### src/design/fpmc_pkg.sv
package fpmc_pkg;
  localparam int unsigned CLK_HZ         = 100_000_000;
  localparam int unsigned RUN_RATE_HZ    = 2;
  localparam int unsigned HALT_RATE_HZ   = 25;
  localparam int unsigned RUN_TICKS      = CLK_HZ / RUN_RATE_HZ;
  localparam int unsigned HALT_TICKS     = CLK_HZ / HALT_RATE_HZ;
  localparam int unsigned WORD_W         = 12;
  localparam int unsigned FIELD_W        = 3;
  localparam int unsigned ST_LINK_BIT    = 0;
  localparam int unsigned ST_IRQ_BIT     = 2;
  localparam int unsigned ST_INH_BIT     = 3;
  localparam int unsigned ST_IEN_BIT     = 4;
  localparam int unsigned ST_IF_LSB      = 6;
  localparam int unsigned ST_DFLD_LSB    = 9;
  localparam int unsigned SW_BOOT_LSB    = 10;
  localparam int unsigned SW_IF_LSB      = 6;
  localparam int unsigned SW_DFLD_LSB    = 9;
  localparam logic [11:0] PC_RESET       = 12'hfff;

  typedef enum logic [1:0] {
    FPMC_SEL_MEM  = 2'b00,
    FPMC_SEL_ACC  = 2'b01,
    FPMC_SEL_MULQ = 2'b10,
    FPMC_SEL_ST   = 2'b11
  } fpmc_sel_t;

  typedef enum logic [1:0] {
    FPMC_BOOT_TAPE   = 2'b00,
    FPMC_BOOT_FLOPPY = 2'b01,
    FPMC_BOOT_CART   = 2'b10,
    FPMC_BOOT_HDISK  = 2'b11
  } fpmc_boot_t;

  typedef enum logic [2:0] {
    FPMC_KEY_NONE    = 3'b000,
    FPMC_KEY_LOAD    = 3'b001,
    FPMC_KEY_DECR    = 3'b010,
    FPMC_KEY_FLD     = 3'b011,
    FPMC_KEY_DEPOSIT = 3'b100,
    FPMC_KEY_EXAMINE = 3'b101,
    FPMC_KEY_BOOT    = 3'b110
  } fpmc_key_t;

  typedef enum logic [2:0] {
    FPMC_ST_IDLE  = 3'b000,
    FPMC_ST_RD    = 3'b001,
    FPMC_ST_RDW   = 3'b010,
    FPMC_ST_WR    = 3'b011,
    FPMC_ST_DONE  = 3'b100
  } fpmc_state_t;
endpackage : fpmc_pkg

### src/design/fpmc_top.sv
`timescale 1ns/1ps
module fpmc_top #(
  parameter int unsigned RUN_TICKS  = fpmc_pkg::RUN_TICKS,
  parameter int unsigned HALT_TICKS = fpmc_pkg::HALT_TICKS,
  parameter bit          HAS_EXTENDER = 1'b1
) (
  input  wire logic        clk_sys,
  input  wire logic        rst_b,
  input  wire logic [1:0]  display_select,
  input  wire logic [11:0] switch_reg,
  input  wire logic        timer_on,
  input  wire logic        run_mode,
  input  wire logic        single_clock_mode,
  input  wire logic        interrupt_grant,
  input  wire logic        dma_grant,
  input  wire logic        interrupt_on_instr,
  input  wire logic        return_from_trap_instr,
  input  wire logic        instr_done,
  input  wire logic        addr_load_key,
  input  wire logic        address_decrement_key,
  input  wire logic        field_load_key,
  input  wire logic        deposit_key,
  input  wire logic        examine_key,
  input  wire logic        boot_key,
  input  wire logic        reader_speed_switch,
  input  wire logic        tape_load_active,
  input  wire logic        tape_load_strobe,
  input  wire logic [11:0] tape_load_addr,
  input  wire logic [11:0] tape_load_data,
  input  wire logic [2:0]  tape_load_field,
  input  wire logic [11:0] cpu_pc,
  input  wire logic [11:0] cpu_acc,
  input  wire logic [11:0] cpu_mult_quot,
  input  wire logic        cpu_link,
  input  wire logic        cpu_irq,
  input  wire logic        irq_inhibit_line,
  input  wire logic        intr_inhibit_ff,
  input  wire logic        intr_enable_ff,
  output logic             control_panel_irq,
  output logic             pc_load,
  output logic [11:0]      pc_load_value,
  output logic             mem_rd,
  output logic             mem_wr,
  output logic [11:0]      mem_addr,
  output logic [2:0]       mem_field,
  output logic [11:0]      mem_wdata,
  input  wire logic        mem_ack,
  input  wire logic [11:0] mem_rdata,
  output logic             boot_start,
  output logic [1:0]       boot_select,
  output logic             boot_reader_fast,
  output logic [11:0]      address_lamps,
  output logic [11:0]      data_lamps,
  output logic [2:0]       instr_field,
  output logic [2:0]       data_field
);
  localparam int KEYS = 6;

  logic [KEYS-1:0] key_raw;
  logic [KEYS-1:0] key_s;
  logic [KEYS-1:0] key_d_r;
  logic [KEYS-1:0] key_edge;
  logic [4:0]      lvl_s;
  logic [1:0]      sel_s;
  logic [11:0]     sw_s;
  logic            timer_tick;
  logic            timer_en;

  assign key_raw = {boot_key, examine_key, deposit_key, field_load_key, address_decrement_key, addr_load_key};

  fpmc_sync #(.W(KEYS)) u_key_sync (
    .clk_sys(clk_sys), .rst_b(rst_b), .d(key_raw), .q(key_s)
  );
  fpmc_sync #(.W(5)) u_lvl_sync (
    .clk_sys(clk_sys), .rst_b(rst_b),
    .d({timer_on, run_mode, single_clock_mode, reader_speed_switch, tape_load_active}),
    .q(lvl_s)
  );
  fpmc_sync #(.W(14)) u_sw_sync (
    .clk_sys(clk_sys), .rst_b(rst_b), .d({display_select, switch_reg}), .q({sel_s, sw_s})
  );

  logic timer_on_s, run_s, sngl_s, fast_s, tape_s;
  assign {timer_on_s, run_s, sngl_s, fast_s, tape_s} = lvl_s;

  assign timer_en = timer_on_s && !sngl_s;

  fpmc_timer #(.RUN_TICKS(RUN_TICKS), .HALT_TICKS(HALT_TICKS)) u_timer (
    .clk_sys(clk_sys), .rst_b(rst_b), .enable(timer_en), .run_mode(run_s), .tick(timer_tick)
  );

  // Key edges, accepted only while halted
  always_ff @(posedge clk_sys or negedge rst_b) begin
    if (!rst_b) key_d_r <= '0;
    else        key_d_r <= key_s;
  end
  assign key_edge = (key_s & ~key_d_r) & {KEYS{!run_s}};

  // Interrupt gating
  logic shadow_r, shadow_nxt;
  logic tmr_pend_r, tmr_pend_nxt;
  logic gate_ok;

  assign gate_ok = !shadow_r;

  always_comb begin
    shadow_nxt = shadow_r;
    if (interrupt_on_instr || return_from_trap_instr) shadow_nxt = 1'b1;
    else if (instr_done) shadow_nxt = 1'b0;
    tmr_pend_nxt = tmr_pend_r;
    if (timer_tick) tmr_pend_nxt = 1'b1;
    else if (!timer_en) tmr_pend_nxt = 1'b0;
  end

  // Operation sequencer
  fpmc_pkg::fpmc_state_t st_r, st_nxt;
  fpmc_pkg::fpmc_key_t   op_r, op_nxt;
  logic        from_timer_r, from_timer_nxt;
  logic [11:0] pc_r, pc_nxt;
  logic [2:0]  if_r, if_nxt, dfield_r, dfield_nxt;
  logic [11:0] alamp_r, alamp_nxt, dlamp_r, dlamp_nxt;
  logic        irq_r, irq_nxt;
  logic        pcl_r, pcl_nxt;
  logic        boot_r, boot_nxt;
  logic [1:0]  bsel_r, bsel_nxt;
  logic        fast_r, fast_nxt;
  logic        tape_d_r;
  logic [11:0] status_word;
  logic [11:0] sel_value;

  always_comb begin
    status_word = '0;
    status_word[fpmc_pkg::ST_LINK_BIT] = cpu_link;
    status_word[fpmc_pkg::ST_IRQ_BIT]  = cpu_irq && !irq_inhibit_line;
    status_word[fpmc_pkg::ST_INH_BIT]  = intr_inhibit_ff;
    status_word[fpmc_pkg::ST_IEN_BIT]  = intr_enable_ff;
    status_word[fpmc_pkg::ST_IF_LSB +: fpmc_pkg::FIELD_W] = if_r;
    status_word[fpmc_pkg::ST_DFLD_LSB +: fpmc_pkg::FIELD_W] = dfield_r;
    case (fpmc_pkg::fpmc_sel_t'(sel_s))
      fpmc_pkg::FPMC_SEL_ACC:  sel_value = cpu_acc;
      fpmc_pkg::FPMC_SEL_MULQ: sel_value = cpu_mult_quot;
      fpmc_pkg::FPMC_SEL_ST:  sel_value = status_word;
      default:                sel_value = dlamp_r;
    endcase
  end

  logic mem_sel;
  assign mem_sel = (fpmc_pkg::fpmc_sel_t'(sel_s) == fpmc_pkg::FPMC_SEL_MEM);

  always_comb begin
    st_nxt         = st_r;
    op_nxt         = op_r;
    from_timer_nxt = from_timer_r;
    pc_nxt         = pc_r;
    if_nxt         = if_r;
    dfield_nxt     = dfield_r;
    alamp_nxt      = alamp_r;
    dlamp_nxt      = dlamp_r;
    irq_nxt        = 1'b0;
    pcl_nxt        = 1'b0;
    boot_nxt       = 1'b0;
    bsel_nxt       = bsel_r;
    fast_nxt       = fast_r;
    if (tape_s) begin
      if (tape_load_strobe) begin
        alamp_nxt = tape_load_addr;
        dlamp_nxt = tape_load_data;
        pc_nxt    = tape_load_addr;
        dfield_nxt = tape_load_field;
      end
    end else begin
      case (st_r)
        fpmc_pkg::FPMC_ST_IDLE: begin
          if (tape_d_r) begin
            st_nxt = mem_sel ? fpmc_pkg::FPMC_ST_DONE : fpmc_pkg::FPMC_ST_IDLE;
            if (!mem_sel) dlamp_nxt = sel_value;
            from_timer_nxt = 1'b0;
          end else if (key_edge != '0 && gate_ok) begin
            irq_nxt        = 1'b1;
            from_timer_nxt = 1'b0;
            st_nxt         = fpmc_pkg::FPMC_ST_RD;
            if (key_edge[0]) begin
              op_nxt = fpmc_pkg::FPMC_KEY_LOAD;
              pc_nxt = sw_s;
              pcl_nxt = 1'b1;
            end else if (key_edge[1]) begin
              op_nxt = fpmc_pkg::FPMC_KEY_DECR;
              pc_nxt = pc_r - 12'h1;
              pcl_nxt = 1'b1;
            end else if (key_edge[2]) begin
              op_nxt = fpmc_pkg::FPMC_KEY_FLD;
              if (HAS_EXTENDER) begin
                if_nxt = sw_s[fpmc_pkg::SW_IF_LSB +: fpmc_pkg::FIELD_W];
                dfield_nxt = sw_s[fpmc_pkg::SW_DFLD_LSB +: fpmc_pkg::FIELD_W];
              end
            end else if (key_edge[3]) begin
              op_nxt = fpmc_pkg::FPMC_KEY_DEPOSIT;
              st_nxt = fpmc_pkg::FPMC_ST_WR;
            end else if (key_edge[4]) begin
              op_nxt = fpmc_pkg::FPMC_KEY_EXAMINE;
            end else begin
              op_nxt   = fpmc_pkg::FPMC_KEY_BOOT;
              bsel_nxt = {sw_s[fpmc_pkg::SW_BOOT_LSB], sw_s[fpmc_pkg::SW_BOOT_LSB + 1]};
              fast_nxt = !fast_s;
              boot_nxt = 1'b1;
              st_nxt   = fpmc_pkg::FPMC_ST_IDLE;
            end
          end else if (tmr_pend_r && gate_ok && !interrupt_grant && !dma_grant) begin
            irq_nxt        = 1'b1;
            from_timer_nxt = 1'b1;
            op_nxt         = fpmc_pkg::FPMC_KEY_NONE;
            pc_nxt         = cpu_pc;
            st_nxt         = fpmc_pkg::FPMC_ST_RD;
          end
        end
        fpmc_pkg::FPMC_ST_WR: begin
          if (mem_ack) begin
            alamp_nxt = pc_r;
            if (mem_sel) begin
              dlamp_nxt = sw_s;
              pc_nxt    = pc_r + 12'h1;
              pcl_nxt   = 1'b1;
            end else begin
              dlamp_nxt = sel_value;
            end
            st_nxt = fpmc_pkg::FPMC_ST_IDLE;
          end
        end
        fpmc_pkg::FPMC_ST_RD: begin
          alamp_nxt = pc_r;
          st_nxt = mem_sel ? fpmc_pkg::FPMC_ST_RDW : fpmc_pkg::FPMC_ST_IDLE;
          if (!mem_sel) dlamp_nxt = sel_value;
        end
        fpmc_pkg::FPMC_ST_RDW: begin
          if (mem_ack) begin
            dlamp_nxt = mem_rdata;
            if (op_r == fpmc_pkg::FPMC_KEY_EXAMINE) begin
              pc_nxt  = pc_r + 12'h1;
              pcl_nxt = 1'b1;
            end
            st_nxt = fpmc_pkg::FPMC_ST_IDLE;
          end
        end
        fpmc_pkg::FPMC_ST_DONE: begin
          if (mem_ack) begin
            dlamp_nxt = mem_rdata;
            st_nxt    = fpmc_pkg::FPMC_ST_IDLE;
          end
        end
        default: st_nxt = fpmc_pkg::FPMC_ST_IDLE;
      endcase
    end
  end

  always_ff @(posedge clk_sys or negedge rst_b) begin
    if (!rst_b) begin
      st_r         <= fpmc_pkg::FPMC_ST_IDLE;
      op_r         <= fpmc_pkg::FPMC_KEY_NONE;
      from_timer_r <= 1'b0;
      pc_r         <= fpmc_pkg::PC_RESET;
      if_r         <= '0;
      dfield_r     <= '0;
      alamp_r      <= '0;
      dlamp_r      <= '0;
      irq_r        <= 1'b0;
      pcl_r        <= 1'b0;
      boot_r       <= 1'b0;
      bsel_r       <= '0;
      fast_r       <= 1'b0;
      shadow_r     <= 1'b0;
      tmr_pend_r   <= 1'b0;
      tape_d_r     <= 1'b0;
    end else begin
      st_r         <= st_nxt;
      op_r         <= op_nxt;
      from_timer_r <= from_timer_nxt;
      pc_r         <= pc_nxt;
      if_r         <= if_nxt;
      dfield_r     <= dfield_nxt;
      alamp_r      <= alamp_nxt;
      dlamp_r      <= dlamp_nxt;
      irq_r        <= irq_nxt;
      pcl_r        <= pcl_nxt;
      boot_r       <= boot_nxt;
      bsel_r       <= bsel_nxt;
      fast_r       <= fast_nxt;
      shadow_r     <= shadow_nxt;
      tmr_pend_r   <= (irq_nxt && from_timer_nxt && !timer_tick) ? 1'b0 : tmr_pend_nxt;
      tape_d_r     <= tape_s;
    end
  end

  // Memory requests; field by cause of interrupt
  always_comb begin
    mem_rd    = (st_r == fpmc_pkg::FPMC_ST_RDW) || (st_r == fpmc_pkg::FPMC_ST_DONE);
    mem_wr    = (st_r == fpmc_pkg::FPMC_ST_WR);
    mem_addr  = pc_r;
    mem_field = (from_timer_r && !mem_wr) ? if_r : dfield_r;
    mem_wdata = sw_s;
  end

  assign control_panel_irq = irq_r;
  assign pc_load           = pcl_r;
  assign pc_load_value     = pc_r;
  assign boot_start        = boot_r;
  assign boot_select       = bsel_r;
  assign boot_reader_fast  = fast_r;
  assign address_lamps     = alamp_r;
  assign data_lamps        = dlamp_r;
  assign instr_field       = if_r;
  assign data_field        = dfield_r;

  a_fld_zero: assert property (@(posedge clk_sys) disable iff (!rst_b)
    !HAS_EXTENDER |-> (if_r == 3'h0 && dfield_r == 3'h0)) else $error("fields changed without extender");
  a_run_no_key: assert property (@(posedge clk_sys) disable iff (!rst_b)
    (run_s && st_r == fpmc_pkg::FPMC_ST_IDLE && !tape_d_r && !tape_s && !tmr_pend_r) |=> !irq_r)
    else $error("key interrupt while running");
  a_grant_block: assert property (@(posedge clk_sys) disable iff (!rst_b)
    (irq_nxt && from_timer_nxt) |-> (!interrupt_grant && !dma_grant)) else $error("timer irq during grant");
  a_shadow_block: assert property (@(posedge clk_sys) disable iff (!rst_b)
    shadow_r |=> !irq_r) else $error("irq after interrupt-on");
  a_sngl_timer: assert property (@(posedge clk_sys) disable iff (!rst_b)
    sngl_s |-> ##1 !timer_tick) else $error("timer ran in single clock");
  a_examine_key_incr: assert property (@(posedge clk_sys) disable iff (!rst_b)
    (st_r == fpmc_pkg::FPMC_ST_RDW && mem_ack && op_r == fpmc_pkg::FPMC_KEY_EXAMINE && !tape_s)
    |=> (pc_r == $past(pc_r) + 12'h1 && data_lamps == $past(mem_rdata))) else $error("examine wrong");
  a_dep_addr: assert property (@(posedge clk_sys) disable iff (!rst_b)
    (mem_wr && mem_ack && !tape_s) |=> (address_lamps == $past(mem_addr))) else $error("lamps mismatch");
  a_tape_show: assert property (@(posedge clk_sys) disable iff (!rst_b)
    (tape_s && tape_load_strobe) |=> (data_lamps == $past(tape_load_data))) else $error("tape data not shown");
endmodule : fpmc_top

### src/design/fpmc_sync.sv
`timescale 1ns/1ps
module fpmc_sync #(
  parameter int W = 1
) (
  input  wire logic         clk_sys,
  input  wire logic         rst_b,
  input  wire logic [W-1:0] d,
  output logic      [W-1:0] q
);
  logic [W-1:0] s1_r;
  logic [W-1:0] s2_r;
  logic [W-1:0] s1_nxt;
  logic [W-1:0] s2_nxt;

  always_comb begin
    s1_nxt = d;
    s2_nxt = s1_r;
  end

  always_ff @(posedge clk_sys or negedge rst_b) begin
    if (!rst_b) begin
      s1_r <= '0;
      s2_r <= '0;
    end else begin
      s1_r <= s1_nxt;
      s2_r <= s2_nxt;
    end
  end

  assign q = s2_r;
endmodule : fpmc_sync

### src/design/fpmc_timer.sv
`timescale 1ns/1ps
module fpmc_timer #(
  parameter int unsigned RUN_TICKS  = fpmc_pkg::RUN_TICKS,
  parameter int unsigned HALT_TICKS = fpmc_pkg::HALT_TICKS
) (
  input  wire logic clk_sys,
  input  wire logic rst_b,
  input  wire logic enable,
  input  wire logic run_mode,
  output logic      tick
);
  logic [31:0] cnt_r;
  logic [31:0] cnt_nxt;
  logic [31:0] term;
  logic        tick_nxt;
  logic        tick_r;

  always_comb begin
    term     = run_mode ? 32'(RUN_TICKS - 1) : 32'(HALT_TICKS - 1);
    cnt_nxt  = cnt_r;
    tick_nxt = 1'b0;
    if (!enable) begin
      cnt_nxt = '0;
    end else if (cnt_r >= term) begin
      cnt_nxt  = '0;
      tick_nxt = 1'b1;
    end else begin
      cnt_nxt = cnt_r + 32'h1;
    end
  end

  always_ff @(posedge clk_sys or negedge rst_b) begin
    if (!rst_b) begin
      cnt_r  <= '0;
      tick_r <= 1'b0;
    end else begin
      cnt_r  <= cnt_nxt;
      tick_r <= tick_nxt;
    end
  end

  assign tick = tick_r;
endmodule : fpmc_timer

### config.mk
export PLATFORM = sky130hd
export DESIGN_NAME = fpmc_top
export DESIGN_NICKNAME = d
export VERILOG_FILES = /design/src/design/fpmc_pkg.sv /design/src/design/fpmc_top.sv /design/src/design/fpmc_sync.sv /design/src/design/fpmc_timer.sv
export SDC_FILE = /design/constraint.sdc
export NUM_CORES = 1
export LEC_CHECK = 0
export BUFFER_PORTS_ARGS = -buffer_cell sky130_fd_sc_hd__buf_4
export CAP_MARGIN = 40
export CORE_UTILIZATION = 50
export CTS_CLUSTER_DIAMETER = 40
export CTS_CLUSTER_SIZE = 28
export DETAILED_ROUTE_END_ITERATION = 10
export GPL_ROUTABILITY_DRIVEN = 0
export GPL_TIMING_DRIVEN = 0
export HOLD_SLACK_MARGIN = 0.03
export PLACE_DENSITY = 0.76
export SLEW_MARGIN = 20
export SYNTH_ARGS = -nofsm -noshare
export SYNTH_HDL_FRONTEND = slang
export SYNTH_HIERARCHICAL = 1
export SYNTH_SLANG_ARGS = --single-unit
export TNS_END_PERCENT = 1
### constraint.sdc
create_clock -name clk_sys -period 2.6 [get_ports clk_sys]
set_input_delay 0.39 -clock clk_sys [delete_from_list [all_inputs] [get_ports clk_sys]]
set_output_delay 0.39 -clock clk_sys [all_outputs]
set_load 0.01 [all_outputs]
==> run metrics, run 1 <==
share of layout cells above drive strength 1=0.327; relative slew slack=0.501; CTS Buf Count=17; top post-synthesis cells by count=135 x dfrtp_1, 69 x nor2_1, 58 x nand2_1; async set-reset flop share out of synthesis=1.00; worst hold slack=65.0 ps; H-tree levels=4; Worst setup SP type=flip-flop; max-cap viol count=0; CTS sink count=147; Final min period=2630 ps; Die Area=15700 um2; Vias=6781; final hold vios=0; Area Overhead vs Synth=30.7%; post-DP HPWL=15.4 mm; Layout Skew=8.03 ps; Yosys cell types=81; Finished Layout Cells=1160; Peak supply drop=0.556 mV; post-synthesis cell count=745; placed cells=1125; unrepaired setup endpoints after global routing=true; total track usage=0.284; clock buffer depth=2; Setup WS post-layout=-27.3 ps; Buffers on Ports=190; antenna violations before repair=0; row cnt=44; DRT iter0 DRCs=568; ys flop type=dfrtp_1; CP peak stage delay=480 ps; top cell type's share of synthesized area=0.445; Critical Path RT=2210 ps; Critical Path Source=st_r[1]; Worst Tran Pin Value=742 ps; slowest CP cell=clkbuf_1; Final ANT Viol Nets=0; Die H=125 um; f_max=381 MHz; WP buf/inv=4; WL per Instance=18.6 um; Synth area leader=dfrtp_1; count leader, synth=dfrtp_1; CP top delay family=buffers and inverters; # IOs=191; static leakage=0.00460 uW; Pwr per Cell Area=848 nW/um2; CP max FO=10; Post-synth EDFFs=0; first-pass GRT wire length=34.4 mm; # setup viols final=1; FF+latch count, synth=147; failing checks=design-rule violations, negative setup slack; CTS tree=built; ranking of synthesized cells by area=dfrtp_1 44%, dfstp_2 4.2%, nor2_1 3.4%; largest net degree at the start of global routing=86; CP Class=flip-flop to output port; synthesized cell area=7600 um2; # DRC=11; crit path cell chain=buf_4 > nand2b_1 > a21o_1 > inv_1 > clkbuf_1 > buf_4; final net count=1092; final WL=21.6 mm; DR vias/cell=5.85; total power=8420 uW; antenna cells=0; most frequent cell on the critical path=buf_4; CORE AREA=14700 um2; grt total ovfl=0; yosys warns=6; Final Max Tran Viols=0; vias in the first global route=6401; Tcrit/Tclk final=1.01; Worst-path clk slew=70 ps; syn avg cell area=10.2 um2; Die W=125 um; Hold Crit Start=switch_reg[4]; CP Capture Type=output port; register area share after synthesis=0.486; status=finished with violations; clock root cell=clkbuf_16; 1st-pass router iterations=10; Initial Util=0.517; Arr. time, crit path=2240 ps; Worst-Skew Late Latency=430 ps; Crit Reg-Reg Startpoint=u_lvl_sync/q[0]; Min-Delay Path Class=input port to flip-flop
-- kinds of logic (layout without fill, tap and decap cells) --
group / count (synthesis) / in the layout / synth area share
other: 1 / 5 / 0.000494
AND/OR/NAND/NOR: 253 / 253 / 0.171
XOR/XNOR: 39 / 39 / 0.0460
buffers and inverters: 82 / 309 / 0.0516
multiplexers: 43 / 43 / 0.0621
flip-flops: 147 / 147 / 0.486
AO/OA/AOI/OAI: 165 / 165 / 0.158
adder cells (fa/ha/maj): 15 / 15 / 0.0247
-- worst reg2reg max path: cells and delay by family (launching register included) --
| family | cells | cell delay [ps] |
|---|---|---|
| buf+inv | 3 | 1560 |
| flops | 1 | 340 |
| mux | 1 | 340 |
| compound gates | 1 | 120 |
-- cell type report --
type	count	area, um2
fillers	1169	4770
flip-flops and latches	147	3690
multi-input cells	520	3560
repair buffers	195	1500
clock buffers	18	439
plain buffers	53	284
well taps	184	230
clock inverters	14	116
inverters	29	109
-- power breakdown --
part | switching, uW | internal, uW | leakage, uW
Combinational | 1550 | 1480 | 0.00254
Sequential | 340 | 2750 | 0.00179
Clock | 1040 | 1270 | 0.000268
-- state kept, by name, summed over array words and instances (netlist names), 6 cells and up --
signal and flops:
mem_addr 12, u_sw_sync/q 14, u_sw_sync/s1_r 14, key_d_r 6
u_timer/cnt_r 32, data_lamps 12, u_key_sync/q 6, address_lamps 12
u_key_sync/s1_r 6
-- placed cells by master, fill, tap and decap left out, types with 4 or more instances in the layout --
cell and n:
a22oi_1 10, and3_1 8, o31ai_1 5, ha_1 15
nor4_2 4, nand3_1 29, inv_6 5, nor3_1 20
and2_1 4, nand3b_1 5, a21o_1 6, nor2_1 67
mux2_2 22, inv_1 28, o21ai_0 39, o32ai_1 5
xnor2_1 16, dfstp_2 12, mux2i_1 19, nand4_1 15
nand2_1 58, clkbuf_16 17, a211oi_1 7, nand2b_1 7
conb_1 5, a21oi_1 24, buf_2 7, and4_1 5
a221oi_1 10, buf_4 205, dfrtp_1 134, xor2_1 22
o22ai_1 11, a31oi_1 9, nor2b_1 8, clkbuf_1 28
-- layer usage --
| metal | share of wire | GRT usage | up-vias |
|---|---|---|---|
| met5 | 0 | 0 | - |
| met4 | 0.023 | 0.100 | 0 |
| met3 | 0.072 | 0.0646 | 50 |
| met2 | 0.47 | 0.443 | 301 |
| met1 | 0.43 | 0.391 | 3307 |
| li1 | - | - | 3123 |
-- path summary, 6_finish.rpt --
kind | endpoint | slack, ps | cells after the start
min in group asynchronous | u_key_sync/s1_r[1] | 510 | 2
worst min-delay path | u_sw_sync/s1_r[4] | 70 | 1
max in group asynchronous | u_lvl_sync/q[3] | 1330 | 3
worst min register to register | u_key_sync/q[4] | 350 | 0
worst max-delay path | mem_rd | -30 | 6
worst max register to register | address_lamps[7] | 100 | 5
-- through the flow --
step / setup TNS [ps] / utilization / worst slack, ps / area, um2
2_1_floorplan: 0 / - / 412 / 7610
3_3_place_gp: -137 / 0.630 / -35.4 / 9270
3_5_place_dp: -204 / 0.634 / -58.0 / 9320
4_1_cts: 0 / 0.673 / 28.3 / 9900
5_1_grt: -182 / 0.676 / -63.2 / 9930
6_report: -27.3 / 0.676 / -27.3 / 9930
-- what timing repair did --
| item | CTS | global route |
|---|---|---|
| buffers inserted | 2 | 0 |
| endpoints found under the hold margin | 50 | 0 |
| setup endpoints to repair | 4 | 42 |
| hold buffers | 1 | 0 |
| gates cloned | 0 | 0 |
| resized for setup | 0 | 8 |
| pin swaps | 0 | 1 |
(Power assumes the default switching activity.)
==> inputs of run 2 (changes only) <==
--- a/config.mk
+++ b/config.mk
@@ -7,17 +7,16 @@
 export LEC_CHECK = 0
 export BUFFER_PORTS_ARGS = -buffer_cell sky130_fd_sc_hd__buf_4
 export CAP_MARGIN = 40
-export CORE_UTILIZATION = 50
+export CORE_UTILIZATION = 45
 export CTS_CLUSTER_DIAMETER = 40
-export CTS_CLUSTER_SIZE = 28
+export CTS_CLUSTER_SIZE = 40
 export DETAILED_ROUTE_END_ITERATION = 10
 export GPL_ROUTABILITY_DRIVEN = 0
 export GPL_TIMING_DRIVEN = 0
 export HOLD_SLACK_MARGIN = 0.03
-export PLACE_DENSITY = 0.76
+export PLACE_DENSITY = 0.7
 export SLEW_MARGIN = 20
 export SYNTH_ARGS = -nofsm -noshare
 export SYNTH_HDL_FRONTEND = slang
-export SYNTH_HIERARCHICAL = 1
 export SYNTH_SLANG_ARGS = --single-unit
 export TNS_END_PERCENT = 1
==> run 2 against run 1 <==
Combinational power decreased by 3%. Synthesized area fell by 1.9%. Non-clock buffer count is 8 higher. Clock skew increased by 3.0 ps. Count of clock-buffer cells in the layout increased by 1. Design area is 0.71% lower. The run now ends clean. Setup slack better by 53 ps. Die area increased by 8.9%.
==> run metrics, run 2 <==
WP buf/inv=2; unrepaired setup endpoints after global routing=true; Critical Path Source=mem_addr[3]; largest net degree at the start of global routing=77; DP Worst Slack=-305 ps; Setup WS post-layout=25.6 ps; max-cap viol count=0; Tcrit/Tclk final=0.990; Flop pwr share=0.367; Finished Layout Cells=1201; Yosys cell types=65; crit path cell chain=clkbuf_1 > and4_1 > clkbuf_1 > nand4_1 > or3_1 > xor2_1 > a221o_1 > a31oi_1; placed cells=1169; max FFs per register=32; Final ANT Viol Nets=0; Internal=5580 uW; post-synthesis cell count=757; Layout Skew=11.0 ps; synthesized cell area=7450 um2; Post-synth EDFFs=0; relative slew slack=0.456; P_sw=2910 uW; area post-placement=9210 um2; yosys warns=0; share of layout cells above drive strength 1=0.298; Final min period=2570 ps; Area Overhead vs Synth=32.3%; FF+latch count, synth=147; first-pass GRT wire length=34.1 mm; most common cell after layout, fill and taps aside=buf_4; XOR/XNOR Fraction of Synth Area=0.0494; async set-reset flop share out of synthesis=1.00; # IOs=191; slowest CP cell=dfstp_2; row cnt=46; CP Class=flip-flop to flip-flop; vias in the first global route=6304; total power=8490 uW; ranking of synthesized cells by area=dfrtp_1 45%, dfstp_2 4.2%, nor2_1 3.7%; Final Instance Area=9860 um2; WL per Instance=18.7 um; DRT iter0 DRCs=488; Comb pwr share=0.343; CTS sink count=147; Synth area leader=dfrtp_1; Switching Fraction=0.343; top cell type's share of synthesized area=0.453; f_max=388 MHz; CP peak stage delay=540 ps; antenna violations before repair=0; most frequent cell on the critical path=clkbuf_1; final hold vios=0; clock root cell=clkbuf_16; Die W=131 um; static leakage=0.00445 uW; ys flop type=dfrtp_1; 1st-pass router iterations=5; Arr. time, crit path=2930 ps; # DRC=0; largest family of logic cells by synthesized area=simple AND/OR/NAND/NOR gates; grt total ovfl=0; count leader, synth=dfrtp_1; Buffers on Ports=190; Pwr per Cell Area=861 nW/um2; CTS tree=built; Die H=131 um; register area share after synthesis=0.496; Final Max Tran Viols=0; syn avg cell area=9.85 um2; Clk pwr share=0.290; Hold Crit Start=single_clock_mode; CP max FO=9; Reg with most FFs=u_timer.cnt_r; commonest cells after routing, fill and taps aside=202 x buf_4, 134 x dfrtp_1, 72 x nor2_1; final WL=22.5 mm; top post-synthesis cells by count=135 x dfrtp_1, 73 x nor2_1, 60 x nand2_1; CTS Buf Count=17; Synth Area in Compound Gates=0.160; H-tree levels=4; CORE AREA=16000 um2; Worst-path clk slew=60 ps; post-DP HPWL=16.5 mm; total track usage=0.267; Post-Synth Simple-Gate Area=0.178; Worst setup SP type=flip-flop; # setup viols final=0; status=completed; Vias=6674; post-synthesis mux area share=0.0428; clock buffer depth=2; Worst Tran Pin Value=815 ps; Crit Reg-Reg Startpoint=mem_addr[3]; CP top delay family=simple AND/OR/NAND/NOR gates; Min-Delay Path Class=input port to flip-flop; Peak supply drop=0.531 mV; final net count=1101; Die Area=17100 um2; Initial Util=0.466; Worst-Skew Late Latency=430 ps; DR vias/cell=5.56; CP Capture Type=flip-flop; antenna cells=0; adder-cell share of the synthesized area=0.0252; Critical Path RT=2950 ps
## run 2: logic make-up (layout without fill, tap and decap cells)
kind of cell | Yosys count | after routing
AOI/OAI and AO/OA | 179 | 179
xor gates and xnor gates | 42 | 42
adders and majority gates | 15 | 15
buffers and inverters | 78 | 302
DFF | 147 | 147
muxes | 30 | 30
other | 1 | 5
and+or+nand+nor | 265 | 265
## run 2: timing repair
action                                  in CTS  in global routing
endpoints found under the setup margin      25                 46
buffers inserted                             0                  0
pin swaps                                    1                  0
hold buffers                                 1                  0
hold endpoints to repair                    66                  0
resized for setup                           10                 11
## run 2: path summary, 6_finish.rpt
check	endpoint	slack, ps	cells after the start
setup / recovery	mem_addr[9]	30	8
hold / removal	u_lvl_sync.s1_r[2]	70	1
setup reg to reg	mem_addr[9]	30	8
hold reg to reg	u_sw_sync.q[2]	340	0
max in group asynchronous	u_timer.cnt_r[8]	1350	3
min in group asynchronous	address_lamps[5]	490	2
## run 2: per-stage QoR
| stage | util | hold slack [ps] | TNS, ps |
|---|---|---|---|
| 4_1_cts | 0.615 | 48.9 | -50.9 |
| 2_1_floorplan | - | 94.4 | 0 |
| 3_5_place_dp | 0.575 | 335 | -6170 |
| 6_report | 0.616 | 67.2 | 0 |
| 5_1_grt | 0.616 | 53.4 | -617 |
| 3_3_place_gp | 0.573 | 331 | -5880 |
## run 2: power groups by stage
stage,Clock (uW),Sequential [uW],Combinational (uW)
finish,2460,3110,2920
global route,2590,3170,3190
CTS,2510,3110,2870
detailed placement,0,3150,2840
global placement,0,3130,2800
floorplan,0,3170,1520
## run 2: area by class of cell
| class | count | area (um2) |
|---|---|---|
| fillers | 1356 | 6140 |
| flip-flops and latches | 147 | 3690 |
| multi-input cells | 536 | 3460 |
| repair buffers | 193 | 1480 |
| clock buffers | 19 | 443 |
| plain buffers | 63 | 317 |
| well taps | 216 | 270 |
| clock inverters | 13 | 148 |
| inverters | 14 | 52.6 |
## run 2: routing by layer
metal,vias up,routed length [um],GRT usage
li1,3140,-,-
met2,342,10100,0.412
met5,-,0,0
met4,0,712,0.120
met1,3138,9690,0.356
met3,54,1950,0.0631
